**config.mk**
```make
export PLATFORM = sky130hd
export DESIGN_NAME = ssd_selector
export DESIGN_NICKNAME = d
export VERILOG_FILES = /design/src/inc/ssd_pkg.sv /design/src/rtl/ssd_edge.sv /design/src/rtl/ssd_selector.sv
export SDC_FILE = /design/constraint.sdc
export NUM_CORES = 1
export LEC_CHECK = 0
export ABC_AREA = 1
export ABC_CLOCK_PERIOD_IN_PS = 1900
export BUFFER_PORTS_ARGS = -buffer_cell sky130_fd_sc_hd__buf_2
export CELL_PAD_IN_SITES_DETAIL_PLACEMENT = 0
export CELL_PAD_IN_SITES_GLOBAL_PLACEMENT = 1
export CORE_ASPECT_RATIO = 1.75
export CORE_MARGIN = 4
export CORE_UTILIZATION = 29
export DETAILED_ROUTE_END_ITERATION = 10
export GPL_TIMING_DRIVEN = 0
export PLACE_DENSITY_LB_ADDON = 0.1
export SETUP_SLACK_MARGIN = 0.05
export SYNTH_ARGS = -nofsm -noshare
export SYNTH_HDL_FRONTEND = slang
export SYNTH_SLANG_ARGS = --single-unit
export TNS_END_PERCENT = 100
```
**constraint.sdc**
```tcl
create_clock -name mclk -period 1.9 [get_ports mclk]
set_clock_uncertainty 0.1 [all_clocks]
set_input_delay 0.38 -clock mclk [delete_from_list [all_inputs] [get_ports mclk]]
set_output_delay 0.38 -clock mclk [all_outputs]
set_load 0.05 [all_outputs]
```
**src/inc/ssd_pkg.sv**
```systemverilog
// package: command source codes, direction codes and carrier structs for the selector
package ssd_pkg;

  // ==========================================================
  // register layout
  localparam int SRC_W = 16;
  localparam logic [15:0] SRC_RESET = 16'h0002;
  localparam int DIR_W = 2;

  // ==========================================================
  // command source codes
  localparam logic [15:0] SRC_NONE = 16'h0000;
  localparam logic [15:0] SRC_LEVEL_RUN = 16'h0001;
  localparam logic [15:0] SRC_LEVEL_RUN_WITH_DIR = 16'h0002;
  localparam logic [15:0] SRC_PULSE_RUN_HALT = 16'h0003;
  localparam logic [15:0] SRC_PULSE_RUN_HALT_DIR = 16'h0004;
  localparam logic [15:0] SRC_PULSE_FWD_REV_HALT = 16'h0005;
  localparam logic [15:0] SRC_PANEL = 16'h0008;
  localparam logic [15:0] SRC_TWO_INPUT_FWD_REV = 16'h0009;
  localparam logic [15:0] SRC_BUS = 16'h000A;
  localparam logic [15:0] SRC_TIMER_FIRST = 16'h000B;
  localparam logic [15:0] SRC_TIMER_LAST = 16'h000E;
  localparam logic [15:0] SRC_LEVEL_RUN_INPUT_FIVE = 16'h0014;

  // ==========================================================
  // direction setting codes
  localparam logic [1:0] DIR_FORWARD = 2'h1;
  localparam logic [1:0] DIR_REVERSE = 2'h2;
  localparam logic [1:0] DIR_REQUEST = 2'h3;

  // ==========================================================
  // field positions
  localparam int BUS_RUN_BIT = 0;
  localparam int BUS_STOP_BIT = 1;
  localparam int TIMER_COUNT = 4;

  // digital inputs as one group
  typedef struct packed {
    logic five;
    logic three;
    logic two;
    logic one;
  } ssd_inputs_t;

  // panel command group
  typedef struct packed {
    logic start;
    logic stop;
    logic reverse;
  } ssd_panel_t;

endpackage : ssd_pkg

```
**src/rtl/ssd_edge.sv**
```systemverilog
// module: one-cycle rise and fall detector for a synchronous input
`timescale 1ns/1ns
module ssd_edge (
  // clock and reset
  input wire logic mclk,
  input wire logic rst,
  // level in, edges out
  input wire logic level,
  output logic rise,
  output logic fall
);

  // ==========================================================
  // previous level
  logic prev;
  logic next_prev;

  // next value of the delay stage
  always_comb
  begin
    next_prev = level;
  end

  // register; reset low so a high input at release counts as a rise
  always_ff @(posedge mclk)
  begin
    if (rst)
    begin
      prev <= 1'b0;
    end
    else
    begin
      prev <= next_prev;
    end
  end

  assign rise = level & ~prev;
  assign fall = ~level & prev;

endmodule : ssd_edge

```
**src/rtl/ssd_selector.sv**
```systemverilog
// module: start/stop/direction command source selector for the first external location
//
// Contract
// - code 0 takes no commands at all
// - code 1 runs on input one level
// - permissive direction counts as forward when fixed
// - code 2 input one runs, input two direction
// - code 3 rise one starts, fall two stops
// - code 4 adds direction from input three
// - code 5 forward, reverse starts; fall three stops
// - code 8 panel gives run, stop, direction
// - code 9 inputs one and two jointly
// - code 10 bus word low bits run/stop
// - codes 11-14 run while chosen timer active
// - code 20 runs on input five level
// - reset selects code 2
// - direction 1 forward, 2 reverse, 3 request
`timescale 1ns/1ns
module ssd_selector #(
  parameter int TIMERS = ssd_pkg::TIMER_COUNT
) (
  // clock and reset
  input wire logic mclk,
  input wire logic rst,
  // parameter register write port
  input wire logic source_write,
  input wire logic [15:0] source_wdata,
  output logic [15:0] location_one_command_source,
  // direction setting and location select
  input wire logic [1:0] direction_setting,
  input wire logic first_external_location,
  // command sources
  input wire ssd_pkg::ssd_inputs_t inputs,
  input wire ssd_pkg::ssd_panel_t panel,
  input wire logic [15:0] bus_control_word_one,
  input wire logic [TIMERS-1:0] timer_active,
  // requests to the drive
  output logic run_request,
  output logic reverse_request
);

  // ==========================================================
  // edge detection on the pulse inputs
  logic rise_one;
  logic rise_two;
  logic fall_two;
  logic fall_three;

  ssd_edge u_edge_one (
    .mclk(mclk),
    .rst(rst),
    .level(inputs.one),
    .rise(rise_one),
    .fall()
  );

  ssd_edge u_edge_two (
    .mclk(mclk),
    .rst(rst),
    .level(inputs.two),
    .rise(rise_two),
    .fall(fall_two)
  );

  ssd_edge u_edge_three (
    .mclk(mclk),
    .rst(rst),
    .level(inputs.three),
    .rise(),
    .fall(fall_three)
  );

  // ==========================================================
  // state
  logic [15:0] source;
  logic run;
  logic reverse;
  logic latched;
  logic latched_rev;
  logic [15:0] next_source;
  logic next_run;
  logic next_reverse;
  logic next_latched;
  logic next_latched_rev;
  logic fixed_rev;
  logic req_ok;
  logic [15:0] timer_idx;

  // fixed direction: request and forward both mean forward
  assign fixed_rev = (direction_setting == ssd_pkg::DIR_REVERSE);
  assign req_ok = (direction_setting == ssd_pkg::DIR_REQUEST);
  assign timer_idx = source - ssd_pkg::SRC_TIMER_FIRST;

  // next values; the pulse latch keeps its state so a stop stays a stop
  always_comb
  begin
    next_source = source;
    next_latched = latched;
    next_latched_rev = latched_rev;
    next_run = 1'b0;
    next_reverse = fixed_rev;
    if (source_write)
    begin
      next_source = source_wdata;
    end
    // pulse latch: a start is only honoured with the stop input held high
    case (source)
      ssd_pkg::SRC_PULSE_RUN_HALT, ssd_pkg::SRC_PULSE_RUN_HALT_DIR:
      begin
        if (!inputs.two || fall_two)
        begin
          next_latched = 1'b0;
        end
        else if (rise_one && first_external_location)
        begin
          next_latched = 1'b1;
        end
      end
      ssd_pkg::SRC_PULSE_FWD_REV_HALT:
      begin
        if (!inputs.three || fall_three)
        begin
          next_latched = 1'b0;
        end
        else if (first_external_location && (rise_one || rise_two))
        begin
          next_latched = 1'b1;
          next_latched_rev = rise_two & ~rise_one;
        end
      end
      default:
      begin
        next_latched = 1'b0;
      end
    endcase
    // output selection
    case (source)
      ssd_pkg::SRC_NONE:
      begin
        next_run = 1'b0;
      end
      ssd_pkg::SRC_LEVEL_RUN:
      begin
        next_run = inputs.one;
      end
      ssd_pkg::SRC_LEVEL_RUN_WITH_DIR:
      begin
        next_run = inputs.one;
        next_reverse = req_ok ? inputs.two : fixed_rev;
      end
      ssd_pkg::SRC_PULSE_RUN_HALT:
      begin
        next_run = next_latched;
      end
      ssd_pkg::SRC_PULSE_RUN_HALT_DIR:
      begin
        next_run = next_latched;
        next_reverse = req_ok ? inputs.three : fixed_rev;
      end
      ssd_pkg::SRC_PULSE_FWD_REV_HALT:
      begin
        next_run = next_latched;
        next_reverse = req_ok ? next_latched_rev : fixed_rev;
      end
      ssd_pkg::SRC_PANEL:
      begin
        // a panel stop overrides a simultaneous start
        next_run = run & ~panel.stop | panel.start & ~panel.stop;
        next_reverse = req_ok ? panel.reverse : fixed_rev;
      end
      ssd_pkg::SRC_TWO_INPUT_FWD_REV:
      begin
        next_run = inputs.one ^ inputs.two;
        next_reverse = req_ok ? (inputs.two & ~inputs.one) : fixed_rev;
      end
      ssd_pkg::SRC_BUS:
      begin
        // stop bit wins over run bit
        next_run = bus_control_word_one[ssd_pkg::BUS_RUN_BIT]
                   & ~bus_control_word_one[ssd_pkg::BUS_STOP_BIT];
      end
      ssd_pkg::SRC_LEVEL_RUN_INPUT_FIVE:
      begin
        next_run = inputs.five;
      end
      default:
      begin
        if (source >= ssd_pkg::SRC_TIMER_FIRST && source <= ssd_pkg::SRC_TIMER_LAST)
        begin
          next_run = timer_active[timer_idx[1:0]];
        end
      end
    endcase
    // location gate: other location owns the motor
    if (!first_external_location)
    begin
      next_run = 1'b0;
      next_reverse = reverse;
    end
  end

  // registers
  always_ff @(posedge mclk)
  begin
    if (rst)
    begin
      source <= ssd_pkg::SRC_RESET;
      run <= 1'b0;
      reverse <= 1'b0;
      latched <= 1'b0;
      latched_rev <= 1'b0;
    end
    else
    begin
      source <= next_source;
      run <= next_run;
      reverse <= next_reverse;
      latched <= next_latched;
      latched_rev <= next_latched_rev;
    end
  end

  assign location_one_command_source = source;
  assign run_request = run;
  assign reverse_request = reverse;

endmodule : ssd_selector

```
==> results_dict.tcl, run 1 <==
set metrics [dict create \
    yosysWarnings 0 \
    tightest_slew_ns 0.475 \
    rows 31 \
    top_layer "met4" \
    max_freq_ghz 0.612 \
    syn-num-nets 246 \
    cts-buffers-inserted 3 \
    end_kind "flop" \
    min_to "location_one_command_source[8]" \
    routed_via_density 4.54 \
    synth-seq-cells 22 \
    r2r_slack_ns 0.27 \
    cap_violations 0 \
    rr_endpoint "run_request" \
    hold_class "in2reg" \
    gp_congestion 0.758 \
    ios 67 \
    syn_area_um2 1290 \
    syn_area_per_cell_um2 6.70 \
    power.internal_uw 766 \
    most-common-layout-cells "51 x buf_2, 43 x nor2_1, 29 x nand2_1" \
    vias 1344 \
    cts.sinks 22 \
    cp_common_cell "nand2_1" \
    final_nets 302 \
    drc 0 \
    ff2ff_path_depth 10 \
    setup_viol 0 \
    drtPass1Iterations 4 \
    grt_usage_pct 14.3 \
    swShare_pct 33.9 \
    fin_crit_sh_pct 86.0 \
    grt_pass1_wl_mm 6.13 \
    final_max_slew_viol_count 0 \
    dp.final_hpwl_mm 3.12 \
    start_kind "flop" \
    crit_arrival_ns 1.70 \
    die_y_um 96.1 \
    initial_core_util_pct 30.4 \
    power.share.clock_pct 29.4 \
    cellLeakagePower_nw 0.873 \
    crit_family "simple AND/OR/NAND/NOR gates" \
    final.fill_count 495 \
    grt_max_degree 13 \
    hold_start "source_wdata[8]" \
    io_buffers 51 \
    cts.clk_slew.worst_paths_ns 0.08 \
    drive_gt1_share_pct 30.8 \
    cts_tree "yes" \
    r2r_start "location_one_command_source[0]" \
    die-area_um2 5610 \
    met3WireLength_um 228 \
    htreeDepth 1 \
    final-hold-violation-count 0 \
    cpPeakStageDelay_ns 0.38 \
    period_needed_ns 1.63 \
    hold_depth 3 \
    layout_setup_ws_ns 0.267 \
    finalSetupTns_ns 0 \
    synth_cell_types 28 \
    ant_nets 0 \
    post_cts_buffers 0 \
    rsz0062_at_grt "false" \
    routed-wl-met2_mm 2.04 \
    seqPwrFrac_pct 44.0 \
    syn2layout_area_growth_pct 29.6 \
    relSlewSlack_pct 68.4 \
    mostFrequentLayoutCell "buf_2" \
    clk_latency_ns 0.26 \
    crit_buf_inv 1 \
    m1WireLength_mm 1.38 \
    cts.path.max_buffers 2 \
    grt_pass1_vias 1366 \
    p_per_area_nw_per_um2 696 \
    routedWlPerCell_um 12.5 \
    synth.yosys.seq_area_share_pct 34.2 \
    antenna_found_initial 0 \
    crit_path_top_delay_cell "dfxtp_2" \
    die_x_um 58.3 \
    drt_wl_total_mm 3.70 \
    required_ns 1.96 \
    dp_slack_ns 0.222 \
    combPwrFrac_pct 26.6 \
    ctsRootBufferMaster "clkbuf_8" \
    coreArea_um2 4230 \
    antennaDiodeCount 0 \
    drtIter0Drc 37 \
    p_switching_uw 394 \
    worst-setup-path-type "reg2reg" \
    ir_drop_uv 401 \
    gr-total-overflow 0 \
    crit_path_max_fanout 6 \
    crit_chain "inv_1, ha_1, nand2_1, o21ai_2, nand3_4, nand2_1, nor2_1, nand3_1, nand2_1, nor2_1" \
    synthCells 192 \
    outcome "finished clean" \
]
==> worst max path at each step <==
| stage | startpoint | to | slack [ns] | cells after the start |
|---|---|---|---|---|
| after floorplan | location_one_command_source[1] | run_request | 0.09 | 10 |
| after global placement | location_one_command_source[1] | reverse_request | 0.20 | 9 |
| after detailed placement | location_one_command_source[1] | reverse_request | 0.22 | 9 |
| after CTS | location_one_command_source[1] | reverse_request | 0.20 | 9 |
| after global routing | location_one_command_source[0] | run_request | 0.09 | 11 |
| final | location_one_command_source[0] | run_request | 0.27 | 10 |
==> flip-flops by register name (all words and copies together) (netlist names) <==
| register | count |
|---|---|
| latched | 1 |
| latched_rev | 1 |
| location_one_command_source | 16 |
| reverse_request | 1 |
| run_request | 1 |
| u_edge_one.prev | 1 |
| u_edge_two.prev | 1 |
==> repair_timing <==
item / CTS / global route
hold buffers: 0 / 0
gates resized for setup: 0 / 2
endpoints found under the setup margin: 0 / 1
==> worst register-to-register path, stage by stage (launching register included) <==
cell and delay, ns:
dfxtp_2 0.38, inv_1 0.11, ha_1 0.24, nand2_1 0.12, o21ai_2 0.10, nand3_4 0.07
nand2_1 0.06, nor2_1 0.16, nand3_1 0.10, nand2_1 0.06, nor2_1 0.04
==> cells by family (layout without fill, tap and decap cells) <==
group | Yosys count | count (layout) | synth area share [%]
AND/OR/NAND/NOR | 102 | 102 | 37.1
AO/OA/AOI/OAI | 32 | 32 | 14.2
buffers and inverters | 31 | 86 | 9.63
flip-flops | 22 | 22 | 34.2
adder cells (fa/ha/maj) | 5 | 5 | 4.86
==> area by class of cell <==
cell class	count	area, µm²	area share (%)
plain buffers	6	30.0	1.80
clock buffers	4	55.1	3.30
repair buffers	51	255	15.3
well taps	49	61.3	3.68
flip-flops and latches	22	442	26.5
inverters	25	93.8	5.63
multi-input cells	139	729	43.8
==> power groups by stage <==
| stage | combinational, mW | sequential [mW] | clock, mW |
|---|---|---|---|
| 5_1_grt | 0.344 | 0.516 | 0.368 |
| 6_report | 0.309 | 0.510 | 0.341 |
| 3_5_place_dp | 0.313 | 0.521 | 0 |
| 4_1_cts | 0.314 | 0.511 | 0.356 |
| 3_3_place_gp | 0.314 | 0.521 | 0 |
| 2_1_floorplan | 0.133 | 0.604 | 0 |
==> routing by layer <==
layer | track usage, % | up-vias
li1 | - | 729
met1 | 15.1 | 573
met2 | 27.4 | 38
met3 | 2.68 | 4
met4 | 4.84 | 0
met5 | 0 | -
==> through the flow <==
step / instance area, µm² / power [mW] / instances / utilization, % / hold WS [ns]
floorplan: 1290 / 0.738 / 192 / - / 0.406
global placement: 1600 / 0.835 / 292 / 37.9 / 0.361
detailed placement: 1600 / 0.835 / 292 / 37.9 / 0.360
CTS: 1660 / 1.18 / 296 / 39.2 / 0.231
global route: 1670 / 1.23 / 296 / 39.4 / 0.258
finish: 1670 / 1.16 / 296 / 39.4 / 0.234
==> synth_stat cells <==
master,count,area share [%]
buf_6,1,0.88
nand2_1,29,8.5
nand3_4,1,1.4
nand3b_1,1,0.58
a21oi_1,9,3.5
o22ai_1,1,0.49
o211ai_2,1,0.97
nand3_1,12,4.7
and3_1,1,0.49
nor2_8,1,1.6
nand2_2,1,0.49
clkbuf_1,5,1.5
nor3_1,2,0.78
o21bai_1,1,0.58
nand4_1,7,3.4
nor2_1,43,13
o21ai_2,1,0.68
nor2_4,1,0.88
inv_2,7,2.0
dfxtp_1,22,34
o21ai_0,16,6.2
o2111ai_1,1,0.68
ha_1,5,4.9
inv_1,18,5.3
o21ai_1,1,0.39
nand2_4,1,0.88
nor2_2,2,0.97
a21oi_2,1,0.68
(Power assumes the default switching activity.)
==> inputs of run 2 (changes only) <==
Settings changed: ABC_CLOCK_PERIOD_IN_PS 1900 to 1500, CORE_MARGIN 4 to not set, CORE_UTILIZATION 29 to 27.
Clock period 1.9 ns to 1.5 ns, I/O delays scaled along.
==> run 2 against run 1 <==
Against the previous run: the run now ends with setup timing left; sequential share of layout area barely moved; first-iteration DRC count shrank 46%; non-clock buffer count up 7; fmax increased by 4.2%; core utilization up 1.6 points; die area shrank 9.8%; worst setup slack lost 0.33 ns; sequential cell count unchanged.
==> results_dict.tcl, run 2 (synthesis gave the netlist of run 1 again) <==
set metrics [dict create \
    most-common-layout-cells "52 x buf_2, 36 x nor2_1, 25 x nand2_1" \
    grt_max_degree 14 \
    cts.clk_slew.worst_paths_ns 0.09 \
    layout_setup_ws_ns -0.0673 \
    ir_drop_uv 608 \
    cts.path.max_buffers 2 \
    end_kind "flop" \
    die_x_um 54.2 \
    dpl_cell_area_um2 1670 \
    io_buffers 51 \
    fin_cells 305 \
    routedWlPerCell_um 12.3 \
    grt_usage_pct 16.8 \
    vias 1399 \
    routed_via_density 4.59 \
    dpl.cell_count 294 \
    fin_crit_sh_pct 104 \
    dp.final_hpwl_mm 3.06 \
    gp_congestion 0.785 \
    dp_slack_ns -0.106 \
    tightest_slew_ns 0.472 \
    crit_path_max_fanout 6 \
    violations "setup timing" \
    final_nets 309 \
    syn2layout_area_growth_pct 43.1 \
    required_ns 1.60 \
    cts.sinks 22 \
    final_max_slew_viol_count 0 \
    worst-setup-path-type "reg2reg" \
    cts-buffers-inserted 3 \
    relSlewSlack_pct 68.6 \
    mostFrequentLayoutCell "buf_2" \
    antenna_found_initial 0 \
    grt_pass1_vias 1425 \
    die_y_um 93.3 \
    cts_tree "yes" \
    initial_core_util_pct 28.7 \
    crit_arrival_ns 1.67 \
    rsz0062_at_grt "true" \
    grt_pass1_wl_mm 6.18 \
    drtPass1Iterations 4 \
    drive_gt1_share_pct 45.3 \
    outcome "complete, but fails checks" \
    finalSetupTns_ns -0.127 \
    drc 0 \
    period_needed_ns 1.57 \
    coreArea_um2 4480 \
    ctsRootBufferMaster "clkbuf_8" \
    largest_reg_flops 16 \
    htreeDepth 1 \
    max_freq_ghz 0.638 \
    antennaDiodeCount 0 \
    fin_area_um2 1840 \
    die-area_um2 5050 \
    final-hold-violation-count 0 \
    ios 67 \
    rows 32 \
    start_kind "flop" \
    hold_class "in2reg" \
    clk_latency_ns 0.26 \
    drt_wl_total_mm 3.76 \
    cellLeakagePower_nw 0.934 \
    cap_violations 0 \
    p_per_area_nw_per_um2 853 \
    gr-total-overflow 0 \
    drtIter0Drc 20 \
    ant_nets 0 \
    setup_viol 2 \
    cts_hold_buf 0 \
]
[run 2: where the power goes]
group	switching, mW	internal (mW)	total, mW
logic	0.286	0.142	0.428
registers	0.0346	0.616	0.650
clock network	0.203	0.289	0.492
total	0.523	1.05	1.57
[run 2: final cells by class]
class,instances,area [µm²]
Sequential cell,22,488
Tap cell,51,63.8
Fill cell,524,2640
Clock buffer,4,66.3
Buffer,6,31.3
Multi-Input combinational cell,139,790
Inverter,25,96.3
Timing Repair Buffer,58,305
[run 2: path summary, 6_finish.rpt]
path                                  startpoint                        endpoint  slack [ns]  cells past startpoint
setup / recovery  location_one_command_source[0]                         latched       -0.07                      8
hold reg to reg                  reverse_request                 reverse_request        0.37                      2
hold / removal                   source_wdata[8]  location_one_command_source[8]        0.15                      3
setup reg to reg  location_one_command_source[0]                         latched       -0.07                      8
[run 2: metrics by stage]
step | utilization (%) | hold slack (ns) | power, mW
finish | 41.0 | 0.154 | 1.57
global route | 41.0 | 0.140 | 1.66
CTS | 40.1 | 0.149 | 1.58
detailed placement | 37.3 | 0.363 | 1.06
global placement | 37.3 | 0.359 | 1.06
floorplan | - | 0.325 | 0.939
[run 2: critical path, cell delays in order, from the launching register on]
cell and delay, ns:
dfxtp_4 0.41, ha_1 0.15, inv_1 0.07, o21ai_2 0.22
nand3_4 0.09, a21oi_2 0.14, nand2_1 0.10, buf_4 0.15
nor2_1 0.08
[run 2: what timing repair did]
item | CTS | global route
cloned | 1 | 0
pin swaps | 8 | 11
setup endpoints to repair | 3 | 7
setup buffers | 4 | 2
endpoints found under the hold margin | 0 | 0
gates resized for setup | 7 | 10
[run 2: routing by layer]
| layer | vias up | routed length [µm] | GRT usage, % |
|---|---|---|---|
| met3 | 2 | 160 | 2.60 |
| met2 | 36 | 2150 | 32.6 |
| met4 | 0 | 29 | 5.13 |
| li1 | 742 | - | - |
| met5 | - | 0 | 0 |
| met1 | 619 | 1420 | 16.6 |
